==> src/core/mute_override_map.vh <==
// Constants for the mute-dependent override controller: config bits,
// register offsets and reset values, and the timing figures in their own units.
// Assumes a 125 MHz core clock.
//
// Functional notes
// - Mute time limit resets to ten minutes.
// - One override pin allows only pulse pattern.
// - Override needs zone violated, output off, sensor.
// - Pulse pattern: three short openings under one second.
// - Accepted override lights display and green indicator.
// - Two pins allow pulse, level or edge modes.
// - Override forces only the muted output pair.
// - Forced pair stays on despite outside blockage.
// - Input 1 leads input 2 by 120-400 ms.
// - Override ends after 120 seconds.
// - Bidirectional: end on zone clear or sensors off.
// - Level mode: end when either input idles.
// - Unidirectional: end when sensors off and zone clear.
// - Auto restart keeps outputs on after clear end.
// - Pulse and edge modes ignore inputs after start.
// - Direction selects bi/unidirectional, default bidirectional.
// - Total or partial muting selectable.
// - Unidirectional mute starts when sensors within delay.
// - Unidirectional mute ends factor times interval after clear.
// - Two-pin: input 1 normally open, input 2 closed.
// - Mute limit 10..1080 minutes, zero unlimited.
`ifndef MUTE_OVERRIDE_MAP_VH
`define MUTE_OVERRIDE_MAP_VH

// Register byte offsets
`define REG_CONFIG 12'h000
`define REG_MUTE_LIMIT 12'h004
`define REG_ACT_DELAY 12'h008
`define REG_EXT_FACTOR 12'h00C
`define REG_STATUS 12'h010

// Config field positions
`define CFG_MODE_LSB 0
`define CFG_TWO_PINS 2
`define CFG_UNIDIR 3
`define CFG_PARTIAL 4
`define CFG_AUTO_RESTART 5
`define CFG_PAIR_SEL 6

// Override start modes
`define MODE_PULSE 2'h0
`define MODE_LEVEL 2'h1
`define MODE_EDGE 2'h2

// Reset values
`define CONFIG_RESET 7'h00
`define MUTE_LIMIT_RESET 11'h00A
`define MUTE_LIMIT_MIN 11'h00A
`define MUTE_LIMIT_MAX 11'h438
`define ACT_DELAY_RESET 16'h0BB8
`define EXT_FACTOR_RESET 4'h2

// Times in their own units
`define CLK_MHZ 125
`define TICK_US 1000
`define PULSE_OPEN_MAX_MS 1000
`define LEAD_MIN_MS 120
`define LEAD_MAX_MS 400
`define OVR_MAX_S 120
`define PULSE_COUNT 3
`define MS_PER_MIN 60000

`endif

==> src/core/ms_tick.v <==
// Millisecond tick generator: one-cycle pulse every TICK_CYCLES clocks.
// Assumes a free-running core clock.
`timescale 1ns/1ps

module ms_tick #(
	parameter TICK_CYCLES = 125000
) (
	input wire core_clk, // Core clock
	input wire rst, // Async reset, active high
	output reg tick // One-cycle pulse
);
	reg [16:0] cnt_q;

	// ============================================================
	// Divider
	// Free-running so every interval shares one time base
	always @(posedge core_clk or posedge rst) begin
		if (rst) begin
			cnt_q <= 17'h00000;
			tick <= 1'b0;
		end else if (cnt_q == TICK_CYCLES - 1) begin
			cnt_q <= 17'h00000;
			tick <= 1'b1;
		end else begin
			cnt_q <= cnt_q + 17'h00001;
			tick <= 1'b0;
		end
	end
endmodule // ms_tick

==> src/core/sync2.v <==
// Two-flop synchroniser for an asynchronous level input.
// Assumes input changes slower than the core clock.
`timescale 1ns/1ps

module sync2 #(
	parameter RESET_VAL = 1'b0
) (
	input wire core_clk, // Core clock
	input wire rst, // Async reset
	input wire din, // Asynchronous level
	output reg dout // Synchronised level
);
	reg meta_q;

	// ============================================================
	// Stages; only the second flop reads the first
	always @(posedge core_clk or posedge rst) begin
		if (rst) begin
			meta_q <= RESET_VAL;
			dout <= RESET_VAL;
		end else begin
			meta_q <= din;
			dout <= meta_q;
		end
	end
endmodule // sync2

==> src/core/mute_override_ctrl.v <==
// Mute-dependent override and unidirectional muting controller.
// Assumes APB3 master on core_clk; pins are asynchronous and synchronised here.
//
// The APB slave port and the placing of the registers were decided locally.
`timescale 1ns/1ps
`include "mute_override_map.vh"

module mute_override_ctrl #(
	parameter TICK_CYCLES = 125000
) (
	input wire core_clk, // 125 MHz clock
	input wire rst, // Async reset, high
	input wire psel, // APB select
	input wire penable, // APB enable
	input wire pwrite, // APB direction
	input wire [11:0] paddr, // APB byte address
	input wire [31:0] pwdata, // APB write data
	output reg [31:0] prdata, // APB read data
	output reg pready, // APB ready
	output reg pslverr, // APB error
	input wire bypassIn1, // Override pin 1 (pulse pin)
	input wire bypassIn2, // Override pin 2
	input wire firstMuteSensor, // Mute sensor 1, high active
	input wire secondMuteSensor, // Mute sensor 2, high active
	input wire zoneViolated, // Muted zone violated
	input wire sectionViolated, // Partial-mute section violated
	input wire otherZoneViolated, // Zone of the other pair violated
	output reg safetyOutputPairA, // Pair A on
	output reg safetyOutputPairB, // Pair B on
	output reg overrideDisplay, // Display shows override
	output reg indicatorGreen, // Output indicator green
	output reg muteActive // Muting in progress
);
	localparam [16:0] TICK_W = TICK_CYCLES;
	localparam [10:0] PULSE_MAX = `PULSE_OPEN_MAX_MS * 1000 / `TICK_US;
	localparam [10:0] LEAD_MIN = `LEAD_MIN_MS * 1000 / `TICK_US;
	localparam [10:0] LEAD_MAX = `LEAD_MAX_MS * 1000 / `TICK_US;
	localparam [16:0] OVR_MAX = `OVR_MAX_S * 1000 * 1000 / `TICK_US;
	localparam [1:0] OV_IDLE = 2'h0;
	localparam [1:0] OV_LEAD = 2'h1;
	localparam [1:0] OV_ON = 2'h2;
	localparam [1:0] MU_IDLE = 2'h0;
	localparam [1:0] MU_WAIT = 2'h1;
	localparam [1:0] MU_ON = 2'h2;
	localparam [1:0] MU_TAIL = 2'h3;

	// ============================================================
	// Synchronisers and tick
	wire b1S, b2S, m1S, m2S, zoneS, secS, otherS, tick;
	sync2 #(.RESET_VAL(1'b1)) uB1 (.core_clk(core_clk), .rst(rst), .din(bypassIn1), .dout(b1S));
	sync2 #(.RESET_VAL(1'b1)) uB2 (.core_clk(core_clk), .rst(rst), .din(bypassIn2), .dout(b2S));
	sync2 uM1 (.core_clk(core_clk), .rst(rst), .din(firstMuteSensor), .dout(m1S));
	sync2 uM2 (.core_clk(core_clk), .rst(rst), .din(secondMuteSensor), .dout(m2S));
	sync2 uZn (.core_clk(core_clk), .rst(rst), .din(zoneViolated), .dout(zoneS));
	sync2 uSc (.core_clk(core_clk), .rst(rst), .din(sectionViolated), .dout(secS));
	sync2 uOt (.core_clk(core_clk), .rst(rst), .din(otherZoneViolated), .dout(otherS));
	ms_tick #(.TICK_CYCLES(TICK_W)) uTick (.core_clk(core_clk), .rst(rst), .tick(tick));

	// ============================================================
	// Configuration registers
	reg [6:0] config_q;
	reg [10:0] muteLimit_q;
	reg [15:0] actDelay_q;
	reg [3:0] extFactor_q;
	wire apbAcc = psel & penable;
	wire apbWr = apbAcc & pwrite;
	wire [1:0] cfgMode = config_q[`CFG_MODE_LSB+1:`CFG_MODE_LSB];
	wire twoPins = config_q[`CFG_TWO_PINS];
	wire unidir = config_q[`CFG_UNIDIR]; // Reset clear: bidirectional
	wire partial = config_q[`CFG_PARTIAL]; // Total or partial muting
	wire autoRestart = config_q[`CFG_AUTO_RESTART];
	wire pairSel = config_q[`CFG_PAIR_SEL];
	// Single pin leaves only the pulse pattern; three modes with two pins
	wire [1:0] mode = (twoPins && cfgMode != 2'h3) ? cfgMode : `MODE_PULSE;
	wire [10:0] limWr = pwdata[10:0];
	wire limOk = (limWr == 11'h000) ||
		(limWr >= `MUTE_LIMIT_MIN && limWr <= `MUTE_LIMIT_MAX);
	wire addrOk = (paddr == `REG_CONFIG) || (paddr == `REG_MUTE_LIMIT) ||
		(paddr == `REG_ACT_DELAY) || (paddr == `REG_EXT_FACTOR) || (paddr == `REG_STATUS);

	// Writes take effect in the access cycle; out-of-range limits are refused
	always @(posedge core_clk or posedge rst) begin
		if (rst) begin
			config_q <= `CONFIG_RESET;
			muteLimit_q <= `MUTE_LIMIT_RESET; // Ten minutes out of reset
			actDelay_q <= `ACT_DELAY_RESET;
			extFactor_q <= `EXT_FACTOR_RESET;
		end else if (apbWr) begin
			case (paddr)
				`REG_CONFIG: config_q <= pwdata[6:0];
				`REG_MUTE_LIMIT: if (limOk) muteLimit_q <= limWr;
				`REG_ACT_DELAY: actDelay_q <= pwdata[15:0];
				`REG_EXT_FACTOR: extFactor_q <= pwdata[3:0];
				default: ;
			endcase
		end
	end

	// ============================================================
	// Muting sequencer
	reg [1:0] muState_q;
	reg [15:0] muCnt_q; // Activation interval in ms
	reg [19:0] tailCnt_q;
	reg [19:0] tailLim_q;
	reg [16:0] limMs_q;
	reg [10:0] limMin_q;
	wire anySens = m1S | m2S;
	wire bothSens = m1S & m2S;
	wire limHit = (muteLimit_q != 11'h000) && (limMin_q >= muteLimit_q);

	// Both sensors made within the delay start muting in either order
	always @(posedge core_clk or posedge rst) begin
		if (rst) begin
			muState_q <= MU_IDLE;
			muCnt_q <= 16'h0000;
			tailCnt_q <= 20'h00000;
			tailLim_q <= 20'h00000;
			limMs_q <= 17'h00000;
			limMin_q <= 11'h000;
		end else begin
			case (muState_q)
				MU_IDLE: begin
					muCnt_q <= 16'h0000;
					limMs_q <= 17'h00000;
					limMin_q <= 11'h000;
					if (bothSens) muState_q <= MU_ON;
					else if (anySens) muState_q <= MU_WAIT;
				end
				MU_WAIT: begin
					if (!anySens) muState_q <= MU_IDLE;
					else if (bothSens) begin
						muState_q <= MU_ON;
						tailLim_q <= muCnt_q * extFactor_q;
					end else if (tick) begin
						if (muCnt_q >= actDelay_q) muState_q <= MU_IDLE;
						else muCnt_q <= muCnt_q + 16'h0001;
					end
				end
				MU_ON, MU_TAIL: begin
					// Mute time limit ends muting whatever the sensors say
					if (tick) begin
						if (limMs_q == `MS_PER_MIN - 1) begin
							limMs_q <= 17'h00000;
							limMin_q <= limMin_q + 11'h001;
						end else limMs_q <= limMs_q + 17'h00001;
					end
					if (limHit) muState_q <= MU_IDLE;
					else if (muState_q == MU_ON) begin
						tailCnt_q <= 20'h00000;
						if (unidir && !bothSens) muState_q <= MU_TAIL;
						else if (!unidir && !bothSens) muState_q <= MU_IDLE;
					end else begin
						if (tick) tailCnt_q <= tailCnt_q + 20'h00001;
						if (tailCnt_q >= tailLim_q) muState_q <= MU_IDLE;
					end
				end
				default: muState_q <= MU_IDLE;
			endcase
		end
	end
	wire muting = (muState_q == MU_ON) || (muState_q == MU_TAIL);
	// Partial muting only suspends the section, rest of zone still counts
	wire zoneBlocks = muting ? (partial & zoneS & ~secS) : zoneS;

	// ============================================================
	// Override sequencer
	reg [1:0] ovState_q;
	reg [1:0] pulses_q;
	reg [10:0] phCnt_q;
	reg [16:0] ovCnt_q;
	reg [1:0] mOut_q; // Muted pair, other pair
	reg b1Prev_q;
	wire pairOff = ~mOut_q[0];
	// Request honoured only with zone violated, pair off, a sensor on
	wire armed = zoneS & pairOff & anySens;
	wire ovOn = (ovState_q == OV_ON);
	// Natural end conditions of an active override
	wire endBi = ~unidir & (~zoneS | ~anySens);
	wire endUni = unidir & ~anySens & ~zoneS;
	wire endLvl = (mode == `MODE_LEVEL) & (~b1S | b2S);
	wire endTime = tick & (ovCnt_q >= OVR_MAX - 17'h00001);

	always @(posedge core_clk or posedge rst) begin
		if (rst) begin
			ovState_q <= OV_IDLE;
			pulses_q <= 2'h0;
			phCnt_q <= 11'h000;
			ovCnt_q <= 17'h00000;
			b1Prev_q <= 1'b1;
		end else begin
			b1Prev_q <= b1S;
			case (ovState_q)
				OV_IDLE: begin
					ovCnt_q <= 17'h00000;
					if (!armed) begin
						pulses_q <= 2'h0;
						phCnt_q <= 11'h000;
					end else if (mode == `MODE_PULSE) begin
						// Each opening of the closed switch must be under a second
						if (!b1S) begin
							if (tick) phCnt_q <= phCnt_q + 11'h001;
							if (phCnt_q >= PULSE_MAX) pulses_q <= 2'h0;
						end else if (!b1Prev_q) begin
							phCnt_q <= 11'h000;
							if (phCnt_q < PULSE_MAX) begin
								if (pulses_q == `PULSE_COUNT - 1) ovState_q <= OV_ON;
								else pulses_q <= pulses_q + 2'h1;
							end
						end
					end else if (b1S && !b1Prev_q && b2S) begin
						// Input 1 rose from normally open idle
						phCnt_q <= 11'h000;
						ovState_q <= OV_LEAD;
					end
				end
				OV_LEAD: begin
					// Input 2 must drop 120 to 400 ms after input 1 rose
					if (tick) phCnt_q <= phCnt_q + 11'h001;
					if (!armed || !b1S) ovState_q <= OV_IDLE;
					else if (!b2S) ovState_q <= (phCnt_q >= LEAD_MIN) ? OV_ON : OV_IDLE;
					else if (phCnt_q > LEAD_MAX) ovState_q <= OV_IDLE;
				end
				OV_ON: begin
					pulses_q <= 2'h0;
					phCnt_q <= 11'h000;
					if (tick) ovCnt_q <= ovCnt_q + 17'h00001;
					// Pulse and edge modes never look at the pins here
					if (endTime || endBi || endUni || endLvl) ovState_q <= OV_IDLE;
				end
				default: ovState_q <= OV_IDLE;
			endcase
		end
	end

	// ============================================================
	// Safety outputs and indication
	// Forced pair ignores blockage; the other pair follows its own zone
	always @(posedge core_clk or posedge rst) begin
		if (rst) begin
			mOut_q <= 2'b00;
			safetyOutputPairA <= 1'b0;
			safetyOutputPairB <= 1'b0;
			overrideDisplay <= 1'b0;
			indicatorGreen <= 1'b0;
			muteActive <= 1'b0;
		end else begin
			if (ovOn) mOut_q[0] <= 1'b1;
			else if (zoneBlocks) mOut_q[0] <= 1'b0;
			else if (autoRestart) mOut_q[0] <= 1'b1; // Stays on after clear end
			mOut_q[1] <= ~otherS;
			safetyOutputPairA <= pairSel ? mOut_q[1] : mOut_q[0];
			safetyOutputPairB <= pairSel ? mOut_q[0] : mOut_q[1];
			overrideDisplay <= ovOn;
			indicatorGreen <= mOut_q[0];
			muteActive <= muting;
		end
	end

	// ============================================================
	// APB read path, zero wait states
	always @(posedge core_clk or posedge rst) begin
		if (rst) begin
			prdata <= 32'h00000000;
			pready <= 1'b0;
			pslverr <= 1'b0;
		end else begin
			pready <= psel & ~penable;
			pslverr <= psel & ~penable & ~addrOk;
			prdata <= 32'h00000000;
			if (psel && !penable && !pwrite) begin
				case (paddr)
					`REG_CONFIG: prdata <= {25'h0000000, config_q};
					`REG_MUTE_LIMIT: prdata <= {21'h000000, muteLimit_q};
					`REG_ACT_DELAY: prdata <= {16'h0000, actDelay_q};
					`REG_EXT_FACTOR: prdata <= {28'h0000000, extFactor_q};
					`REG_STATUS: prdata <= {22'h000000, limHit, muState_q, ovState_q,
						pulses_q, mOut_q, ovOn};
					default: prdata <= 32'h00000000;
				endcase
			end
		end
	end
endmodule // mute_override_ctrl

==> config.mk <==
export PLATFORM = sky130hd
export DESIGN_NAME = mute_override_ctrl
export DESIGN_NICKNAME = d
export VERILOG_FILES = /design/src/core/ms_tick.v /design/src/core/sync2.v /design/src/core/mute_override_ctrl.v
export VERILOG_INCLUDE_DIRS = /design/src /design/src/core
export SDC_FILE = /design/constraint.sdc
export NUM_CORES = 1
export LEC_CHECK = 0
export BUFFER_PORTS_ARGS = -buffer_cell sky130_fd_sc_hd__buf_2
export CAP_MARGIN = 20
export CORE_MARGIN = 8
export CORE_UTILIZATION = 44
export CTS_BUF_LIST = sky130_fd_sc_hd__clkbuf_4 sky130_fd_sc_hd__clkbuf_8 sky130_fd_sc_hd__clkbuf_16
export CTS_CLUSTER_DIAMETER = 120
export DETAILED_ROUTE_END_ITERATION = 12
export GPL_ROUTABILITY_DRIVEN = 0
export PLACE_DENSITY = 0.58
export SETUP_SLACK_MARGIN = 0.02
export SYNTH_ARGS = -nofsm -noshare
export SYNTH_HDL_FRONTEND = slang
export SYNTH_SLANG_ARGS = --single-unit
==> constraint.sdc <==
create_clock -name core_clk -period 9.8 [get_ports core_clk]
set_clock_uncertainty 0.2 [all_clocks]
set_input_delay 1.96 -clock core_clk [delete_from_list [all_inputs] [get_ports core_clk]]
set_output_delay 1.96 -clock core_clk [all_outputs]
set_load 0.01 [all_outputs]
* Yosys cells after proc, flatten, opt, wreduce, memory -nomap -nowiden *
Cells that the tools add are included.

storage, ports and cells
  logic and storage cells = 247
  register bits after elaboration = 230
  input bits = 56

cells by class
  $mul = 1
  equality and inequality tests = 41
  reductions and logical operators = 53
  $add $sub $neg = 8
  order comparisons = 10
  muxes and demuxes = 66
  bitwise gates (word level) = 27

operator list
  kind                   number
  $mux 11                8
  $mux 16                5
  $pmux 16 s5            1
  $mux 17                4
  $pmux 17 s2            2
  $mux 2                 31
  $add 17x1->17 const B  3
  $mux 20                2
  $pmux 11 s3            1
  $pmux 16 s2            1
  $ne 4x4->1 const B     7
  $eq 12x4->1 const B    2
  $add 11x1->11 const B  2
  $pmux 11 s2            1
  $add 20x1->20 const B  1
  $ge 20x20->1           1
  $mul 16x4->20          1
  $ne 3x3->1 const B     6
  $eq 17x16->1 const B   1
  $eq 17x17->1 const B   1
  $ge 17x17->1 const B   1
  $add 16x1->16 const B  1
  $ge 16x16->1           1
  $reduce_and 3->1       5
  other kinds (37)       117

* Longest topological paths before layout *
Gate-level depths: netlist of run 1.

  word-level depth = 9
  mapped depth = 15
  depth with buffers taken out = 14

* By module *
From an unflattened synthesis of run 1, not the netlist that was laid out.

unflattened totals
  cells, all modules = 1365
  area, all modules = 13143.9 sq um

modules (own cells, without submodules)
  module              cells an instance  times used  seq. area each (sq um)  area an instance (sq um)
  mute_override_ctrl  1269               1           4568.1                  11936.4
  ms_tick             75                 1           450.4                   825.8
  sync2 (uM1 ...)     3                  5           50.0                    53.8
  sync2 (uB1 ...)     3                  2           52.6                    56.3

* Least setup slack after synthesis of run 1 *
Ideal clock, no wire load.

  path type = register -> register
  from = register extFactor_q[1]
  to = register tailLim_q[17]
  required time = 9.467 ns
  library setup time = 0.133 ns
  clock period less this slack = 3.859 ns
  cell stages (with the launch flop) = 15
  data arrival time = 3.526 ns
  setup slack = 5.941 ns
  path through = dfstp_2 > clkbuf_1 > nand2_1 > fa_1 > inv_1 > fa_1 > ha_1 > a211oi_1 > o21bai_1 > o2111ai_1 > a211oi_1 > or3_1 > a21oi_1 > xor2_1 > o21ai_0

on the way
  cells in the longest elaborated chain, start to end = 1

RTL lines
  what                      RTL line                  RTL
  start: declaration        mute_override_ctrl.v:64   reg [3:0] extFactor_q;
  start signal: assignment  mute_override_ctrl.v:87   extFactor_q <= `EXT_FACTOR_RESET;
  start signal: assignment  mute_override_ctrl.v:93   `REG_EXT_FACTOR: extFactor_q <= pwdata[3:0];
  $mul 16x4->20             mute_override_ctrl.v:133  tailLim_q <= muCnt_q * extFactor_q;
  end signal: assignment    mute_override_ctrl.v:133
  end: declaration          mute_override_ctrl.v:104  reg [19:0] tailLim_q;

No other way between the ends.
A chain may end at the register's enable or synchronous reset.

* Final worst setup path of run 1 *
  from = input paddr[7]
  to = register muteLimit_q[10]

on the way
  cells in the longest elaborated chain, start to end = 2

RTL lines
  what                               RTL line                 RTL
  start: declaration                 mute_override_ctrl.v:16  input wire [11:0] paddr,
  $eq 12x3->1                        mute_override_ctrl.v:89  case (paddr)
  $reduce_and 3->1 (no source line)  --
  end signal: assignment             mute_override_ctrl.v:85  muteLimit_q <= `MUTE_LIMIT_RESET;
  end signal: assignment             mute_override_ctrl.v:91  `REG_MUTE_LIMIT: if (limOk) muteLimit_q <= limWr;
  end: declaration                   mute_override_ctrl.v:62  reg [10:0] muteLimit_q;

No other way between the ends.

==> flow_metrics.tcl, run 1 <==
set metrics [dict create \
    syn2layout_area_growth_pct 12.8 \
    path_common_cell "nor2_1" \
    drive_gt1_share_pct 12.5 \
    overflow 0 \
    grt_use_total_pct 17.2 \
    endpoint_kind "flip-flop" \
    rsz0062_at_grt "false" \
    cp.required_ns 10.01 \
    synth.avg_cell_area_sq_um 9.36 \
    cts_buffer_depth 3 \
    setup_violations 0 \
    crit_buf_inv 1 \
    cts.sinks 214 \
    ys_types 67 \
    multiInputGateArea_sq_um 6950 \
    avgViaCountPerCell 5.37 \
    p_sw_share_pct 26.3 \
    dpl.hpwl_microns 21800 \
    power_leakage_nw 6.94 \
    cts_root_buffer "clkbuf_16" \
    grt_pass1_wl_microns 51200 \
    syn_area_sq_um 13000 \
    crit_path_start_kind "input pin" \
    cp_top_family "simple AND/OR/NAND/NOR gates" \
    cpPeakStageDelay_ns 0.71 \
    antenna_found_initial 0 \
    period_minus_slack_ns 4.54 \
    clkPwrFrac_pct 46.9 \
    async_flop_share_pct 100 \
    core_sq_um 29300 \
    final_cell_mix "dfrtp_1 (199), nand2_1 (130), inv_1 (118), nor2_1 (118), o21ai_0 (102)" \
    dieArea_sq_um 35300 \
    seq_area_sq_um 5370 \
    cts-hold-fix-buffers 0 \
    ys_seq_area_share_pct 41.4 \
    first_pass_iters 5 \
    tightest_slew_ns 0.939 \
    nFillCells 2799 \
    initial_core_util_pct 44.3 \
    cp_cell_sequence "buf_2 -> nor4_1 -> nand3_1 -> nor2_1 -> nand2_1 -> nor2_1 -> nand4_1 -> mux2_2" \
    switchingPower_mw 0.585 \
    port_buffers 62 \
    place_area_sq_um 13700 \
    grt_max_degree 136 \
    grt_pass1_vias 9954 \
    synth_seq_cells 214 \
    criticalPathCategory "input pin to flip-flop" \
    yosys_warnings 0 \
    synthFlopType "dfrtp_1" \
    wl_per_cell_microns 16.3 \
    synth.area.top_cells "dfrtp_1 (38%), ha_1 (8.5%), fa_1 (4.3%), o21ai_0 (3.9%), nand2_1 (3.8%)" \
    rows 63 \
    combPwrFrac_pct 11.9 \
    ios 95 \
    crit_path_top_delay_cell "nand4_1" \
    hold_class "flip-flop to flip-flop" \
    drtIter0Drc 582 \
    synth-edff-count 0 \
    dp_slack_ns 4.80 \
    layout_setup_ws_ns 5.26 \
    num_antenna_cells 0 \
    die_h_microns 188 \
    synth_top_cell_by_area "dfrtp_1" \
    internal_power_mw 1.64 \
    ctsResizeCount 0 \
    synth_top_area_share_pct 38.4 \
    slew_viol_final 0 \
    p_per_area_nw_per_um2 152 \
    antenna_left 0 \
    wl_microns 30200 \
    clock_latency_ns 0.52 \
    final_cell_area_sq_um 14600 \
    arrival_ns 4.75 \
    cts_tree "done" \
    max-slew-margin-rel_pct 37.4 \
    post-cts-setup-buffers 0 \
    die_w_microns 188 \
    p_seq_share_pct 41.2 \
    cts_buffers 27 \
    clkTransAtPathRegs_ns 0.06 \
    final_nets 1620 \
    hold_violations 0 \
    fmax_mhz 220 \
    vdd_drop_max_mv 0.119 \
    path_max_fanout 12 \
    synthCells 1387 \
    fin_setup_tns_ns 0 \
    final_common_cell "dfrtp_1" \
    dr_total_vias 9975 \
    status "complete, no violations" \
    route.detailed.drc 0 \
    finalCritPeriodShare_pct 46.3 \
    htreeDepth 1 \
    maxCapViolations 0 \
]
## synth_stat cells, types with 3 or more instances
| cell type | instances |
|---|---|
| inv_1 | 119 |
| o41ai_1 | 3 |
| and2_1 | 58 |
| a32o_1 | 4 |
| xor2_1 | 46 |
| mux2_2 | 31 |
| nand2b_1 | 10 |
| o2111ai_1 | 4 |
| o21ai_0 | 102 |
| or2_2 | 4 |
| a21o_1 | 21 |
| a22oi_1 | 5 |
| nand4_1 | 27 |
| and4_1 | 4 |
| a31oi_1 | 6 |
| o31ai_1 | 16 |
| nand3_1 | 66 |
| nor3_1 | 19 |
| mux2i_1 | 3 |
| or3_1 | 8 |
| dfrtp_1 | 199 |
| nor3b_1 | 5 |
| nor2b_1 | 11 |
| o211ai_1 | 3 |
| a222oi_1 | 9 |
| nor4_1 | 11 |
| ha_1 | 88 |
| a211oi_1 | 9 |
| xnor2_1 | 33 |
| and3_1 | 31 |
| dfstp_2 | 15 |
| fa_1 | 28 |
| buf_4 | 16 |
| o21a_1 | 4 |
| nor2_1 | 118 |
| nand2_1 | 130 |
| nor4b_1 | 5 |
| a21oi_1 | 44 |
| clkbuf_1 | 39 |
## stage by stage
step	total power, mW	util, %	cells	hold WS, ns
after floorplan	1.10	-	1402	0.131
after global placement	1.19	46.6	1807	0.136
after detailed placement	1.19	46.6	1807	0.139
after CTS	2.25	49.8	1855	0.155
after global routing	2.32	49.9	1857	0.156
final	2.23	49.9	1857	0.150
## cell type report
class                           instances  share of cell area (%)
Clock buffer                           38                    5.35
Multi-Input combinational cell       1011                    47.5
Tap cell                              390                    3.33
Clock inverter                         10                    1.12
Inverter                              119                    3.10
Sequential cell                       214                    36.7
Timing Repair Buffer                   75                    2.92
## flip-flops by register name, indices dropped and copies added, names as in the netlist, 2 cells and up
register,count
tailCnt_q,20
tailLim_q,20
limMs_q,17
ovCnt_q,17
uTick.cnt_q,17
actDelay_q,16
muCnt_q,16
prdata,16
limMin_q,11
muteLimit_q,11
phCnt_q,11
config_q,7
extFactor_q,4
mOut_q,2
muState_q,2
ovState_q,2
pulses_q,2
## layer usage
layer	track usage (%)	routed length, microns	vias up	part of all wire, %
met4	3.48	508	0	1.7
met5	0	0	-	0
met2	28.9	14300	181	47
met1	23.3	14200	4893	47
li1	-	-	4869	-
met3	2.45	1130	32	3.7
## path summary, 6_finish.rpt
path / start / end / slack (ns) / depth (start not counted)
setup / recovery: paddr[7] / muteLimit_q[10]$_DFFE_PP0P_ / 5.26 / 8
min in group asynchronous: rst / safetyOutputPairA$_DFF_PP0_ / 1.44 / 2
hold reg to reg: uZn.meta_q$_DFF_PP0_ / uZn.dout$_DFF_PP0_ / 0.15 / 0
hold / removal: uZn.meta_q$_DFF_PP0_ / uZn.dout$_DFF_PP0_ / 0.15 / 0
max in group asynchronous: rst / uTick.cnt_q[14]$_DFF_PP0_ / 6.72 / 4
setup reg to reg: extFactor_q[3]$_DFFE_PP0P_ / tailLim_q[17]$_DFFE_PP0P_ / 5.56 / 13
## cells by family (layout without fill, tap and decap cells)
logic type               after synthesis  count (layout)  share of synthesized area (%)
other                                  1              16                         0.0289
AO/OA/AOI/OAI                        251             251                           12.3
flip-flops                           214             214                           41.4
buffers and inverters                177             242                           5.59
XOR/XNOR                              79              79                           5.33
AND/OR/NAND/NOR                      514             514                           19.6
multiplexers                          34              34                           2.92
adder cells (fa/ha/maj)              117             117                           12.9
## power groups by stage
stage               clock network (mW)  registers [mW]  logic [mW]
floorplan                            0           0.936       0.167
global placement                     0           0.933       0.257
detailed placement                   0           0.934       0.259
CTS                               1.07           0.918       0.260
global route                      1.10           0.921       0.294
finish                            1.04           0.918       0.264
(Power assumes the default switching activity.)
==> inputs of run 2 (changes only) <==
- clock period: 9.8 -> 4.5 ns (I/O delays scaled with it)
==> run 2 against run 1 <==
Effect of this change: first-iteration DRC count up 8.6%; utilization up 0.29 points; total power up 110%; setup slack worse by 4.8 ns; global-route usage up 0.27 points; count of clock-buffer cells in the layout down 3; worst hold slack worse by 0.0037 ns; cell area up 0.57%; flip-flop and latch count unchanged.
==> flow_metrics.tcl, run 2 (synthesized netlist as in run 1, its figures left out) <==
set metrics [dict create \
    antenna_found_initial 1 \
    syn2layout_area_growth_pct 13.4 \
    final_nets 1631 \
    crit_path_top_delay_cell "dfrtp_1" \
    cp_cell_sequence "buf_4 -> and2_1 -> fa_1 -> inv_1 -> fa_1 -> inv_1 -> ha_1 -> a21o_1 -> a21oi_1 -> o21ai_0 -> or3_1 -> a21oi_1 -> xor2_1 -> o21ai_0" \
    period_minus_slack_ns 4.08 \
    cts.sinks 214 \
    path_max_fanout 11 \
    clkTransAtPathRegs_ns 0.06 \
    post-cts-setup-buffers 0 \
    slew_viol_final 0 \
    antenna_left 0 \
    dr_total_vias 9937 \
    die_w_microns 188 \
    route.detailed.drc 0 \
    dieArea_sq_um 35300 \
    die_h_microns 188 \
    port_buffers 62 \
    cp_top_family "adder cells" \
    max-slew-margin-rel_pct 34.4 \
    cp.required_ns 4.69 \
    cts_buffers 26 \
    grt_max_degree 62 \
    cpPeakStageDelay_ns 0.52 \
    fin_setup_tns_ns 0 \
    drtIter0Drc 632 \
    fmax_mhz 245 \
    cts_root_buffer "clkbuf_16" \
    vdd_drop_max_mv 0.233 \
    grt_use_total_pct 17.4 \
    finish.utilization_pct 50.2 \
    finalCritPeriodShare_pct 90.7 \
    finalHoldWorstSlack_ns 0.146 \
    wl_per_cell_microns 16.3 \
    rows 63 \
    htreeDepth 1 \
    endpoint_kind "flip-flop" \
    status "complete, no violations" \
    grt_pass1_vias 10200 \
    final_common_cell "dfrtp_1" \
    avgViaCountPerCell 5.32 \
    power_leakage_nw 6.98 \
    cts_tree "done" \
    tightest_slew_ns 0.978 \
    drive_gt1_share_pct 13.3 \
    wl_microns 30400 \
    initial_core_util_pct 44.3 \
    top_regs "tailCnt_q: 20 flops, tailLim_q: 20 flops" \
    dpl.hpwl_microns 22500 \
    grt_pass1_wl_microns 51800 \
    crit_path_start_kind "flip-flop" \
    hold_violations 0 \
    clock_latency_ns 0.53 \
    p_per_area_nw_per_um2 323 \
    rsz0062_at_grt "false" \
    crit_buf_inv 3 \
    num_antenna_cells 0 \
    overflow 0 \
    cts_buffer_depth 3 \
    ios 95 \
    cts-hold-fix-buffers 0 \
    criticalPathCategory "flip-flop to flip-flop" \
    core_sq_um 29300 \
    maxCapViolations 0 \
    ctsResizeCount 0 \
    hold_class "flip-flop to flip-flop" \
    setup_violations 0 \
    first_pass_iters 5 \
    arrival_ns 4.27 \
    final_cell_mix "dfrtp_1 (199), nand2_1 (130), inv_1 (118), nor2_1 (118), o21ai_0 (101)" \
]
==> run 2: cell count changes in the layout (fill, tap and decap cells not counted), moves of 2 or more <==
cell,previous run,this run
clkinvlp_4,0,4
buf_12,0,3
clkbuf_8,4,6
clkbuf_4,7,2
inv_8,2,0
buf_4,12,22
clkinv_2,3,7
==> run 2: final cells by class <==
class,count,area [sq um]
Fill cell,2731,14600
Multi-Input combinational cell,1011,6960
Sequential cell,214,5370
Clock buffer,35,773
Timing Repair Buffer,87,536
Tap cell,390,488
Inverter,119,450
Clock inverter,13,148
==> run 2: power by group <==
part           internal (mW)  switching [mW]
clock                   1.37           0.828
sequential              1.97          0.0582
combinational          0.151           0.382
total                   3.49            1.27
==> run 2: metal layers <==
layer,wire length (microns),up-vias,GRT usage (%)
li1,-,4904,-
met1,14300,4776,23.9
met2,14200,211,28.9
met3,1340,46,2.25
met4,620,0,4.42
met5,0,-,0
==> run 2: final timing paths <==
kind | end | slack, ns | start | cells past startpoint
min in group asynchronous | ovCnt_q[11]$_DFFE_PP0P_ | 0.37 | rst | 2
max in group asynchronous | actDelay_q[5]$_DFFE_PP1P_ | 2.82 | rst | 3
worst max-delay path | tailLim_q[17]$_DFFE_PP0P_ | 0.42 | extFactor_q[2]$_DFFE_PP0P_ | 14
worst min-delay path | uZn.dout$_DFF_PP0_ | 0.15 | uZn.meta_q$_DFF_PP0_ | 0
worst min register to register | uZn.dout$_DFF_PP0_ | 0.15 | uZn.meta_q$_DFF_PP0_ | 0
worst max register to register | tailLim_q[17]$_DFFE_PP0P_ | 0.42 | extFactor_q[2]$_DFFE_PP0P_ | 14
==> run 2: metrics by stage <==
stage	instance area, sq um	instances	setup WS [ns]	total power, mW
final	14700	1869	0.417	4.76
after floorplan	13000	1402	0.628	2.40
after detailed placement	13800	1821	0.387	2.59
after global placement	13800	1821	0.432	2.59
after global routing	14700	1869	0.0736	4.96
after CTS	14700	1869	0.371	4.82
